`src/touch_cfg_defines.svh`:
```
// Register map, field positions and reset values of the touch configuration block
`ifndef TOUCH_CFG_DEFINES_SVH
`define TOUCH_CFG_DEFINES_SVH

// Register indices; byte address is four times the index
`define IDX_GENERAL_CONFIG_TWO 8'h40
`define IDX_GROUPED_CHANNEL_ENABLE 8'h41
`define IDX_NEAR_FIELD_CONTROL 8'h42
`define ADDR_GENERAL_CONFIG_TWO 12'h100
`define ADDR_GROUPED_CHANNEL_ENABLE 12'h104
`define ADDR_NEAR_FIELD_CONTROL 12'h108

`define RST_GENERAL_CONFIG_TWO 8'h00
`define RST_GROUPED_CHANNEL_ENABLE 8'h7f
`define RST_NEAR_FIELD_CONTROL 8'h02
`define MASK_GENERAL_CONFIG_TWO 8'h9f
`define MASK_GROUPED_CHANNEL_ENABLE 8'h7f
`define MASK_NEAR_FIELD_CONTROL 8'hff

// General config two fields
`define BIT_LINKED_TRANSITION_INVERT 7
`define BIT_POLARITY_MIRROR_DECOUPLE 4
`define BIT_RADIO_NOISE_ONLY_STATUS 3
`define BIT_RADIO_NOISE_BLOCK_DISABLE 2
`define BIT_GROUP_AS_BUTTONS 1
`define BIT_RELEASE_INTERRUPT_SUPPRESS 0

// Near field control fields
`define BIT_CHANNEL_ONE_NEAR_MODE 7
`define BIT_NEAR_SUM_SELECT 6
`define POS_NEAR_AVERAGE_COUNT 3
`define POS_NEAR_SENSITIVITY 0

`define NEAR_AVG_BASE 8'h10
`define NEAR_AVG_BASE_SHIFT 5'h04
`define NEAR_BOOST_SHIFT 3

`endif

```
`src/touch_cfg_pkg.sv`:
```
// Types shared by the touch configuration block
`default_nettype none
package touch_cfg_pkg;

  typedef enum logic [1:0] {
    AVG_IDLE = 2'b01,
    AVG_RUN = 2'b10
  } avg_state_t;

  typedef struct packed {
    logic psel;
    logic penable;
    logic pwrite;
    logic [11:0] paddr;
    logic [31:0] pwdata;
  } apb_req_t;

  typedef struct packed {
    logic [31:0] prdata;
    logic pready;
    logic pslverr;
  } apb_rsp_t;

  typedef struct packed {
    logic up;
    logic down;
    logic tap;
    logic hold;
  } slide_status_t;

  typedef struct packed {
    logic [7:0] cfg2;
    logic [7:0] gen;
    logic [7:0] prox;
    apb_rsp_t rsp;
    logic [10:0] mirror;
    logic link_touch;
    logic link_min_eq_max;
    logic [13:0] touch_valid;
    logic [13:0] touch_prev;
    logic [13:0] noise_status;
    logic cal_retry;
    logic [13:0] btn_status;
    logic int_pulse;
    slide_status_t status;
    logic [6:0] sample_en;
    logic [6:0] uses_queue;
    logic [6:0] max_hold_apply;
    logic ch1_bypass;
    logic [2:0] delta_scale;
    avg_state_t avg_state;
    logic [7:0] avg_cnt;
    logic [25:0] acc;
    logic [25:0] near_result;
    logic near_valid;
    logic near_detect;
    logic resample;
  } state_t;

endpackage
`default_nettype wire

```
`src/touch_group_proximity_config.sv`:
```
// APB register block and event logic for grouped sensors and channel-one proximity
//
// Register access over APB was left to the implementer.
`timescale 1ns/1ns
`default_nettype none
`include "touch_cfg_defines.svh"

// Summary of operation
// RQ1 - Bit 7 inverts linked touch, else min=max
// RQ2 - Polarity writes copy into mirror unless decoupled
// RQ3 - Bit 3 limits noise status to RF
// RQ4 - RF noise blocks touch, retries calibration
// RQ5 - Bit 2 set: RF noise ignored
// RQ6 - Slider mode: group sampled, group threshold
// RQ7 - Button mode: per-sensor interrupt, status, enable
// RQ8 - Button mode: no slide status from group
// RQ9 - Channels 8,14 tap logic; others queue
// RQ10 - Group max hold applies in button mode
// RQ11 - Channels 8,14: press and repeat, no release
// RQ12 - Channel 8 sets down, 14 sets up
// RQ13 - Bit 0 suppresses release interrupts
// RQ14 - Group enable bits gate sampling, reset 7f
// RQ15 - Normal channel one: queue, averaging one
// RQ16 - Near mode: bypass queue, boost eight
// RQ17 - Sum select: sum or average compared
// RQ18 - Sample channel one count times, average
// RQ19 - Average code picks 16 to 128
// RQ20 - Sensitivity zero most, seven least
// RQ21 - Unused register bits read zero
module touch_group_proximity_config #(
  parameter int ADDR_W = 12
) (
  input wire logic clock_in,
  input wire logic reset_n_in,
  input wire touch_cfg_pkg::apb_req_t apb_in,
  output touch_cfg_pkg::apb_rsp_t apb_out,
  input wire logic led_polarity_write_in,
  input wire logic [10:0] led_polarity_value_in,
  output logic [10:0] led_mirror_out,
  input wire logic link_touch_in,
  output logic link_touch_out,
  output logic link_min_eq_max_out,
  input wire logic [13:0] touch_raw_in,
  input wire logic [13:0] rf_noise_in,
  input wire logic [13:0] lf_noise_in,
  input wire logic analog_cal_active_in,
  output logic [13:0] touch_valid_out,
  output logic [13:0] noise_status_out,
  output logic cal_retry_out,
  input wire logic group_enable_in,
  input wire logic group_sleep_enable_in,
  input wire logic group_max_hold_enable_in,
  input wire logic button_repeat_tick_in,
  input wire logic group_repeat_tick_in,
  input wire touch_cfg_pkg::slide_status_t slide_event_in,
  input wire logic [1:0] tap_event_in,
  input wire logic [1:0] hold_event_in,
  output logic [13:0] button_status_out,
  output touch_cfg_pkg::slide_status_t slide_status_out,
  output logic int_pulse_out,
  output logic [6:0] sample_enable_out,
  output logic [6:0] uses_queue_out,
  output logic [6:0] max_hold_apply_out,
  input wire logic ch1_sample_valid_in,
  input wire logic [15:0] ch1_delta_in,
  input wire logic [15:0] near_threshold_in,
  output logic ch1_queue_bypass_out,
  output logic [2:0] near_delta_scale_out,
  output logic ch1_resample_out,
  output logic [25:0] near_result_out,
  output logic near_result_valid_out,
  output logic near_detect_out
);
  import touch_cfg_pkg::*;

  if (ADDR_W < 12 || ADDR_W > 32) begin : g_chk
    $error("ADDR_W must lie in 12..32");
  end

  state_t s_q;
  state_t s_d;

  logic as_buttons;
  logic rel_suppress;
  logic near_mode;
  logic [13:0] press;
  logic [13:0] release_ev;
  logic [13:0] int_req;
  logic [6:0] pair_btn;

  assign as_buttons = s_q.cfg2[`BIT_GROUP_AS_BUTTONS];
  assign rel_suppress = s_q.cfg2[`BIT_RELEASE_INTERRUPT_SUPPRESS];
  assign near_mode = s_q.prox[`BIT_CHANNEL_ONE_NEAR_MODE];
  assign press = s_q.touch_valid & ~s_q.touch_prev;
  assign release_ev = ~s_q.touch_valid & s_q.touch_prev;

  // Per-channel interrupt sources; index 7..13 are the grouped channels
  for (genvar i = 0; i < 14; i++) begin : g_int
    if (i < 7) begin : g_plain
      assign int_req[i] = press[i]
                        | (release_ev[i] & ~rel_suppress) // [RQ13]
                        | (s_q.touch_valid[i] & button_repeat_tick_in);
    end else if (i == 7 || i == 13) begin : g_pair
      // End sensors act like tap / hold: never a release interrupt
      assign pair_btn[i-7] = 1'b1;
      assign int_req[i] = as_buttons & s_q.gen[i-7]
                        & (press[i] | (s_q.touch_valid[i] & group_repeat_tick_in)); // [RQ11] [RQ9]
    end else begin : g_mid
      assign pair_btn[i-7] = 1'b0;
      assign int_req[i] = as_buttons & s_q.gen[i-7]
                        & (press[i]
                           | (release_ev[i] & ~rel_suppress) // [RQ13]
                           | (s_q.touch_valid[i] & button_repeat_tick_in)); // [RQ7] [RQ9]
    end
  end

  always_comb begin
    logic wr;
    logic rd_setup;
    logic hit;
    logic [7:0] rdata;
    logic [13:0] blk_rf;
    logic [13:0] stat_src;
    logic [25:0] sample;
    logic [25:0] total;
    logic [25:0] value;
    logic [7:0] navg;
    logic [4:0] avg_shift;
    logic slide_int;
    s_d = s_q;
    wr = 1'b0;
    rd_setup = 1'b0;
    hit = 1'b1;
    rdata = 8'h00;
    blk_rf = 14'h0000;
    stat_src = 14'h0000;
    sample = 26'h0000000;
    total = 26'h0000000;
    value = 26'h0000000;
    navg = 8'h01;
    avg_shift = 5'h00;
    slide_int = 1'b0;

    // APB slave: answer in the first cycle of the access phase
    rd_setup = apb_in.psel & ~apb_in.penable;
    wr = apb_in.psel & apb_in.penable & apb_in.pwrite & s_q.rsp.pready;
    if (apb_in.paddr == `ADDR_GENERAL_CONFIG_TWO) begin
      rdata = s_q.cfg2;
    end else if (apb_in.paddr == `ADDR_GROUPED_CHANNEL_ENABLE) begin
      rdata = s_q.gen;
    end else if (apb_in.paddr == `ADDR_NEAR_FIELD_CONTROL) begin
      rdata = s_q.prox;
    end else begin
      hit = 1'b0;
    end
    s_d.rsp.pready = rd_setup;
    s_d.rsp.pslverr = rd_setup & ~hit;
    s_d.rsp.prdata = rd_setup ? {24'h000000, rdata} : 32'h00000000;
    if (wr && hit) begin
      if (apb_in.paddr == `ADDR_GENERAL_CONFIG_TWO) begin
        s_d.cfg2 = apb_in.pwdata[7:0] & `MASK_GENERAL_CONFIG_TWO; // [RQ21]
      end else if (apb_in.paddr == `ADDR_GROUPED_CHANNEL_ENABLE) begin
        s_d.gen = apb_in.pwdata[7:0] & `MASK_GROUPED_CHANNEL_ENABLE; // [RQ14] [RQ21]
      end else begin
        s_d.prox = apb_in.pwdata[7:0] & `MASK_NEAR_FIELD_CONTROL;
      end
    end

    // LED coupling
    if (s_q.cfg2[`BIT_LINKED_TRANSITION_INVERT]) begin
      s_d.link_touch = ~link_touch_in; // [RQ1]
      s_d.link_min_eq_max = 1'b0;
    end else begin
      s_d.link_touch = link_touch_in;
      s_d.link_min_eq_max = 1'b1; // [RQ1]
    end
    if (led_polarity_write_in && !s_q.cfg2[`BIT_POLARITY_MIRROR_DECOUPLE]) begin
      s_d.mirror = led_polarity_value_in; // [RQ2]
    end

    // Noise handling; low-frequency noise always blocks
    if (!s_q.cfg2[`BIT_RADIO_NOISE_BLOCK_DISABLE]) begin
      blk_rf = rf_noise_in; // [RQ4]
    end
    s_d.touch_valid = touch_raw_in & ~lf_noise_in & ~blk_rf; // [RQ3] [RQ5]
    s_d.cal_retry = analog_cal_active_in & (|blk_rf); // [RQ4] [RQ5]
    if (s_q.cfg2[`BIT_RADIO_NOISE_ONLY_STATUS]) begin
      stat_src = rf_noise_in; // [RQ3]
    end else begin
      stat_src = rf_noise_in | lf_noise_in;
    end
    s_d.noise_status = stat_src;
    s_d.touch_prev = s_q.touch_valid;

    // Grouped sensors
    if (group_enable_in && !group_sleep_enable_in) begin
      s_d.sample_en = s_q.gen[6:0]; // [RQ6] [RQ14]
    end else begin
      s_d.sample_en = 7'h00;
    end
    s_d.btn_status[6:0] = s_q.touch_valid[6:0];
    if (as_buttons) begin
      s_d.btn_status[13:7] = s_q.touch_valid[13:7] & s_q.gen[6:0]; // [RQ7]
      s_d.uses_queue = ~pair_btn; // [RQ9]
      s_d.max_hold_apply = {7{group_max_hold_enable_in}}; // [RQ10]
      // Only the end sensors feed up / down; slides are ignored
      s_d.status.up = tap_event_in[1] | hold_event_in[1]; // [RQ12] [RQ8]
      s_d.status.down = tap_event_in[0] | hold_event_in[0]; // [RQ12] [RQ8]
      s_d.status.tap = |tap_event_in;
      s_d.status.hold = |hold_event_in;
    end else begin
      s_d.btn_status[13:7] = 7'h00; // [RQ6]
      s_d.uses_queue = 7'h00;
      s_d.max_hold_apply = 7'h00;
      s_d.status = slide_event_in;
      slide_int = |slide_event_in;
    end
    s_d.int_pulse = (|int_req) | slide_int | (as_buttons & (|tap_event_in | |hold_event_in));

    // Channel one: near mode trades polling time for resolution
    s_d.ch1_bypass = near_mode; // [RQ16] [RQ15]
    s_d.delta_scale = s_q.prox[2:0];
    if (near_mode) begin
      navg = `NEAR_AVG_BASE << s_q.prox[4:3]; // [RQ19]
      avg_shift = `NEAR_AVG_BASE_SHIFT + {3'h0, s_q.prox[4:3]};
      sample = {7'h00, ch1_delta_in, 3'h0}; // [RQ16]
    end else begin
      sample = {10'h000, ch1_delta_in}; // [RQ15]
    end
    total = s_q.acc + sample;
    s_d.near_valid = 1'b0;
    case (s_q.avg_state)
      AVG_IDLE: begin
        if (ch1_sample_valid_in) begin
          if (navg == 8'h01) begin
            s_d.near_valid = 1'b1;
            s_d.near_result = total;
            s_d.near_detect = total >= {10'h000, near_threshold_in};
          end else begin
            s_d.acc = total;
            s_d.avg_cnt = 8'h01;
            s_d.avg_state = AVG_RUN;
          end
        end
      end
      AVG_RUN: begin
        if (ch1_sample_valid_in) begin
          if (s_q.avg_cnt == navg - 8'h01) begin
            if (s_q.prox[`BIT_NEAR_SUM_SELECT]) begin
              value = total; // [RQ17]
            end else begin
              value = total >> avg_shift; // [RQ17] [RQ18]
            end
            value = value >> s_q.prox[2:0]; // [RQ20]
            s_d.near_result = value;
            s_d.near_detect = value >= {10'h000, near_threshold_in};
            s_d.near_valid = 1'b1;
            s_d.acc = 26'h0000000;
            s_d.avg_cnt = 8'h00;
            s_d.avg_state = AVG_IDLE;
          end else begin
            s_d.acc = total; // [RQ18]
            s_d.avg_cnt = s_q.avg_cnt + 8'h01;
          end
        end
      end
      default: begin
        s_d.avg_state = AVG_IDLE;
      end
    endcase
    if (!near_mode && s_q.avg_state == AVG_RUN) begin
      s_d.avg_state = AVG_IDLE;
      s_d.acc = 26'h0000000;
      s_d.avg_cnt = 8'h00;
    end
    s_d.resample = s_d.avg_state == AVG_RUN; // [RQ18]
  end

  always_ff @(posedge clock_in) begin
    if (!reset_n_in) begin
      s_q <= '0;
      s_q.cfg2 <= `RST_GENERAL_CONFIG_TWO;
      s_q.gen <= `RST_GROUPED_CHANNEL_ENABLE; // [RQ14]
      s_q.prox <= `RST_NEAR_FIELD_CONTROL;
      s_q.link_min_eq_max <= 1'b1;
      s_q.delta_scale <= 3'h2;
      s_q.avg_state <= AVG_IDLE;
    end else begin
      s_q <= s_d;
    end
  end

  assign apb_out = s_q.rsp;
  assign led_mirror_out = s_q.mirror;
  assign link_touch_out = s_q.link_touch;
  assign link_min_eq_max_out = s_q.link_min_eq_max;
  assign touch_valid_out = s_q.touch_valid;
  assign noise_status_out = s_q.noise_status;
  assign cal_retry_out = s_q.cal_retry;
  assign button_status_out = s_q.btn_status;
  assign slide_status_out = s_q.status;
  assign int_pulse_out = s_q.int_pulse;
  assign sample_enable_out = s_q.sample_en;
  assign uses_queue_out = s_q.uses_queue;
  assign max_hold_apply_out = s_q.max_hold_apply;
  assign ch1_queue_bypass_out = s_q.ch1_bypass;
  assign near_delta_scale_out = s_q.delta_scale;
  assign ch1_resample_out = s_q.resample;
  assign near_result_out = s_q.near_result;
  assign near_result_valid_out = s_q.near_valid;
  assign near_detect_out = s_q.near_detect;
endmodule
`default_nettype wire

```
`config.mk`:
```
export PLATFORM = sky130hd
export DESIGN_NAME = touch_group_proximity_config
export DESIGN_NICKNAME = d
export VERILOG_FILES = /design/src/touch_cfg_pkg.sv /design/src/touch_group_proximity_config.sv
export VERILOG_INCLUDE_DIRS = /design/src
export SDC_FILE = /design/constraint.sdc
export NUM_CORES = 1
export LEC_CHECK = 0
export BUFFER_PORTS_ARGS = -buffer_cell sky130_fd_sc_hd__buf_4
export CAP_MARGIN = 30
export CORE_MARGIN = 3
export CORE_UTILIZATION = 30
export DETAILED_ROUTE_END_ITERATION = 10
export PLACE_DENSITY = 0.48
export SYNTH_ARGS = -nofsm -noshare
export SYNTH_HDL_FRONTEND = slang
export SYNTH_SLANG_ARGS = --single-unit
```
`constraint.sdc`:
```
create_clock -name clock_in -period 10.06 [get_ports clock_in]
set_input_delay 1.006 -clock clock_in [delete_from_list [all_inputs] [get_ports clock_in]]
set_output_delay 1.006 -clock clock_in [all_outputs]
set_load 0.05 [all_outputs]
```
==> flow_metrics.tcl <==
set metrics [dict create \
    outcome "finished, final reports clean" \
    yosysWarnings 0 \
    max_stage_delay_ns 0.77 \
    period_share 0.7138 \
    min_path_cells 1 \
    cp.arrival_ns 7.52 \
    drtPass1Iterations 6 \
    drv_slew 0 \
    timing.rr.end "near_detect_out" \
    ff2ff_path_depth 23 \
    start_kind "flop" \
    clock-sinks 177 \
    yosys-top-cells-count "dfxtp_1, buf_4, nand2_1" \
    cp_max_fo 19 \
    synth_edf_count 0 \
    reg2reg_from "near_mode" \
    dpl_cell_area_um2 14160 \
    finalWirelength_mm 43.75 \
    crit_chain "buf_4, mux2_2, ha_1, nand4_1, nor3_2, o211ai_2, and4b_1, nor3_2, a2111oi_0, a221oi_1, mux2i_1, mux2i_1, mux2i_1, ha_1, a21o_1, a21o_1, a21oi_1, o21ai_0, a21o_1, a211oi_1, o211ai_1, a211oi_1, a21oi_1" \
    synth_area_um2 12780 \
    start_util 0.3081 \
    drc 0 \
    drive_gt1_frac 0.2408 \
    drt_iter0_markers 848 \
    synth.most_common_cell "dfxtp_1" \
    syn_inst 1539 \
    crit_slowest_cell "dfxtp_1" \
    clkSlewWorstSetupHoldPaths_ns 0.09 \
    cts_max_level 4 \
    hold_viol_final 0 \
    cp-end-kind "flop" \
    ys_types 103 \
    io_pins 300 \
    vias 11630 \
    synth_top_cell_by_area "dfxtp_1" \
    grt_pass1_wl_mm 65.03 \
    cts_setup_buffers 0 \
    fill_cells 4357 \
    r2r_slack_ns 2.88 \
    placementRows 74 \
    leakagePower_uw 0.006281 \
    worstHoldStart "s_q[222]" \
    overflow 0 \
    post_cts_resized 0 \
    tritoncts "built" \
    ys.flop_type "dfxtp_1" \
    syn_area_per_cell_um2 8.303 \
    synth_area_leaders "dfxtp_1, buf_4, ha_1, mux2i_1, nand2_1" \
    tns_ns 0 \
    skew_ns 0.02113 \
    critPathLaunch "near_mode" \
    wire_per_inst_um 20.18 \
    cts_hold_buffers 0 \
    fmax_ghz 0.1393 \
    grt_max_degree 74 \
    cts_made_buffers 17 \
    portBuffers 249 \
    ys_async_sr_fraction 0 \
    crit_type "reg -> reg" \
    root_buffer "clkbuf_16" \
    dieArea_um2 45110 \
    final_area_um2 14770 \
    yosysTopAreaCellShare 0.2773 \
    vdd_drop_max_mv 0.08223 \
    clkLatencyLatePin_ns 0.46 \
    antenna_found_initial 0 \
    cts_max_path_buffers 2 \
    worstMarginPinSlew_ns 0.9994 \
    die_h_um 212.4 \
    crit_family "compound AO/OA/AOI/OAI gates" \
    holdCritPathClass "reg -> reg" \
    grt_pass1_vias 11070 \
    fin_crit_ns 7.181 \
    holdPathEnd "link_min_eq_max_out" \
    area_growth_pct 15.56 \
    nets 1829 \
    crit_required_ns 10.40 \
    ant_nets 0 \
    synth.ff_latch_count 177 \
    place_congestion 0.9028 \
    path_buf_inv 1 \
    coreArea_um2 41480 \
    n_antenna_cell 0 \
    drv_cap 0 \
    setup_violations 0 \
    dp_hpwl_mm 33.81 \
    slew_headroom 0.3289 \
    vias_per_cell 5.365 \
    rsz0062_at_grt "no" \
    die_width_um 212.4 \
    seq_area_frac_synth 0.2773 \
    p_per_area_nw_per_um2 116.7 \
    grt_usage 0.1846 \
]
[sequential cells by signal, summed over array words and instances, names as in the netlist, 3 cells and up]
| register | cells |
|---|---|
| led_mirror_out | 11 |
| apb_out | 10 |
| noise_status_out | 14 |
| near_delta_scale_out | 3 |
| button_status_out | 7 |
| s_d | 3 |
| sample_enable_out | 7 |
| near_result_out | 26 |
| slide_status_out | 4 |
| touch_valid_out | 14 |
| s_q | 65 |
[per-stage QoR]
step                  util  total power, uW  setup WS [ns]  hold WS, ns  std cells
global placement    0.3409             1045          3.088       0.4454       2134
global route        0.3560             1792          2.533       0.4967       2168
detailed placement  0.3414             1047          2.991       0.4573       2136
floorplan                -            961.4          4.190       0.3936       1564
CTS                 0.3560             1746          2.998       0.4693       2168
finish              0.3560             1723          2.879       0.4618       2168
[worst max-delay path by stage]
stage,cells after the start,slack [ns],to
floorplan,27,4.19,near_detect_out
global placement,23,3.09,near_detect_out
detailed placement,23,2.99,near_detect_out
CTS,23,3.00,near_detect_out
global route,23,2.53,near_detect_out
finish,23,2.88,near_detect_out
[area by class of cell]
cell class / instances / area (um^2) / share of cell area
Multi-Input combinational cell: 1113 / 7752 / 0.5250
Clock buffer: 17 / 425.4 / 0.02881
Timing Repair Buffer: 270 / 2034 / 0.1378
Inverter: 44 / 165.2 / 0.01118
Clock inverter: 15 / 180.2 / 0.01220
Sequential cell: 177 / 3543 / 0.2400
Tap cell: 532 / 665.6 / 0.04508
[cell families after synthesis]
logic type / Yosys count / share of synthesized area
compound gates: 403 / 0.2244
fa+ha+maj: 55 / 0.05444
buf+inv: 274 / 0.1238
flops: 177 / 0.2773
xor+xnor: 22 / 0.02095
other cells: 1 / 0.0002935
mux: 100 / 0.09321
simple gates: 507 / 0.2056
[where the power goes]
group	leakage, uW	switching [uW]	internal (uW)
sequential	0.00144	9.10	718
combinational	0.00455	193	110
clock	0.000292	353	339
[cell usage in the layout, fill, tap and decap left out, types with 16 or more instances in the layout]
cell       count
o21ai_0       68
nand4_1       26
a22oi_1       25
clkbuf_16     17
ha_1          54
nor2b_1       52
mux2_2        18
o211ai_1      18
and2_1        45
and3_1        18
a21boi_0      16
nand2_1      129
nor2_1       108
inv_1         42
buf_4        269
o21a_1        25
nand3_1       22
conb_1        26
a21oi_1       76
mux2i_1       67
nor3_1        30
a31oi_1       16
dfxtp_1      177
[metal layers]
layer | share of wire | GRT usage | vias to the layer above
met3 | 0.059 | 0.02981 | 57
met5 | 0 | 0 | -
met2 | 0.48 | 0.3178 | 422
met4 | 0.021 | 0.05322 | 0
li1 | - | - | 5589
met1 | 0.44 | 0.2387 | 5563
Note: power is estimated with default switching activity, not from simulation.
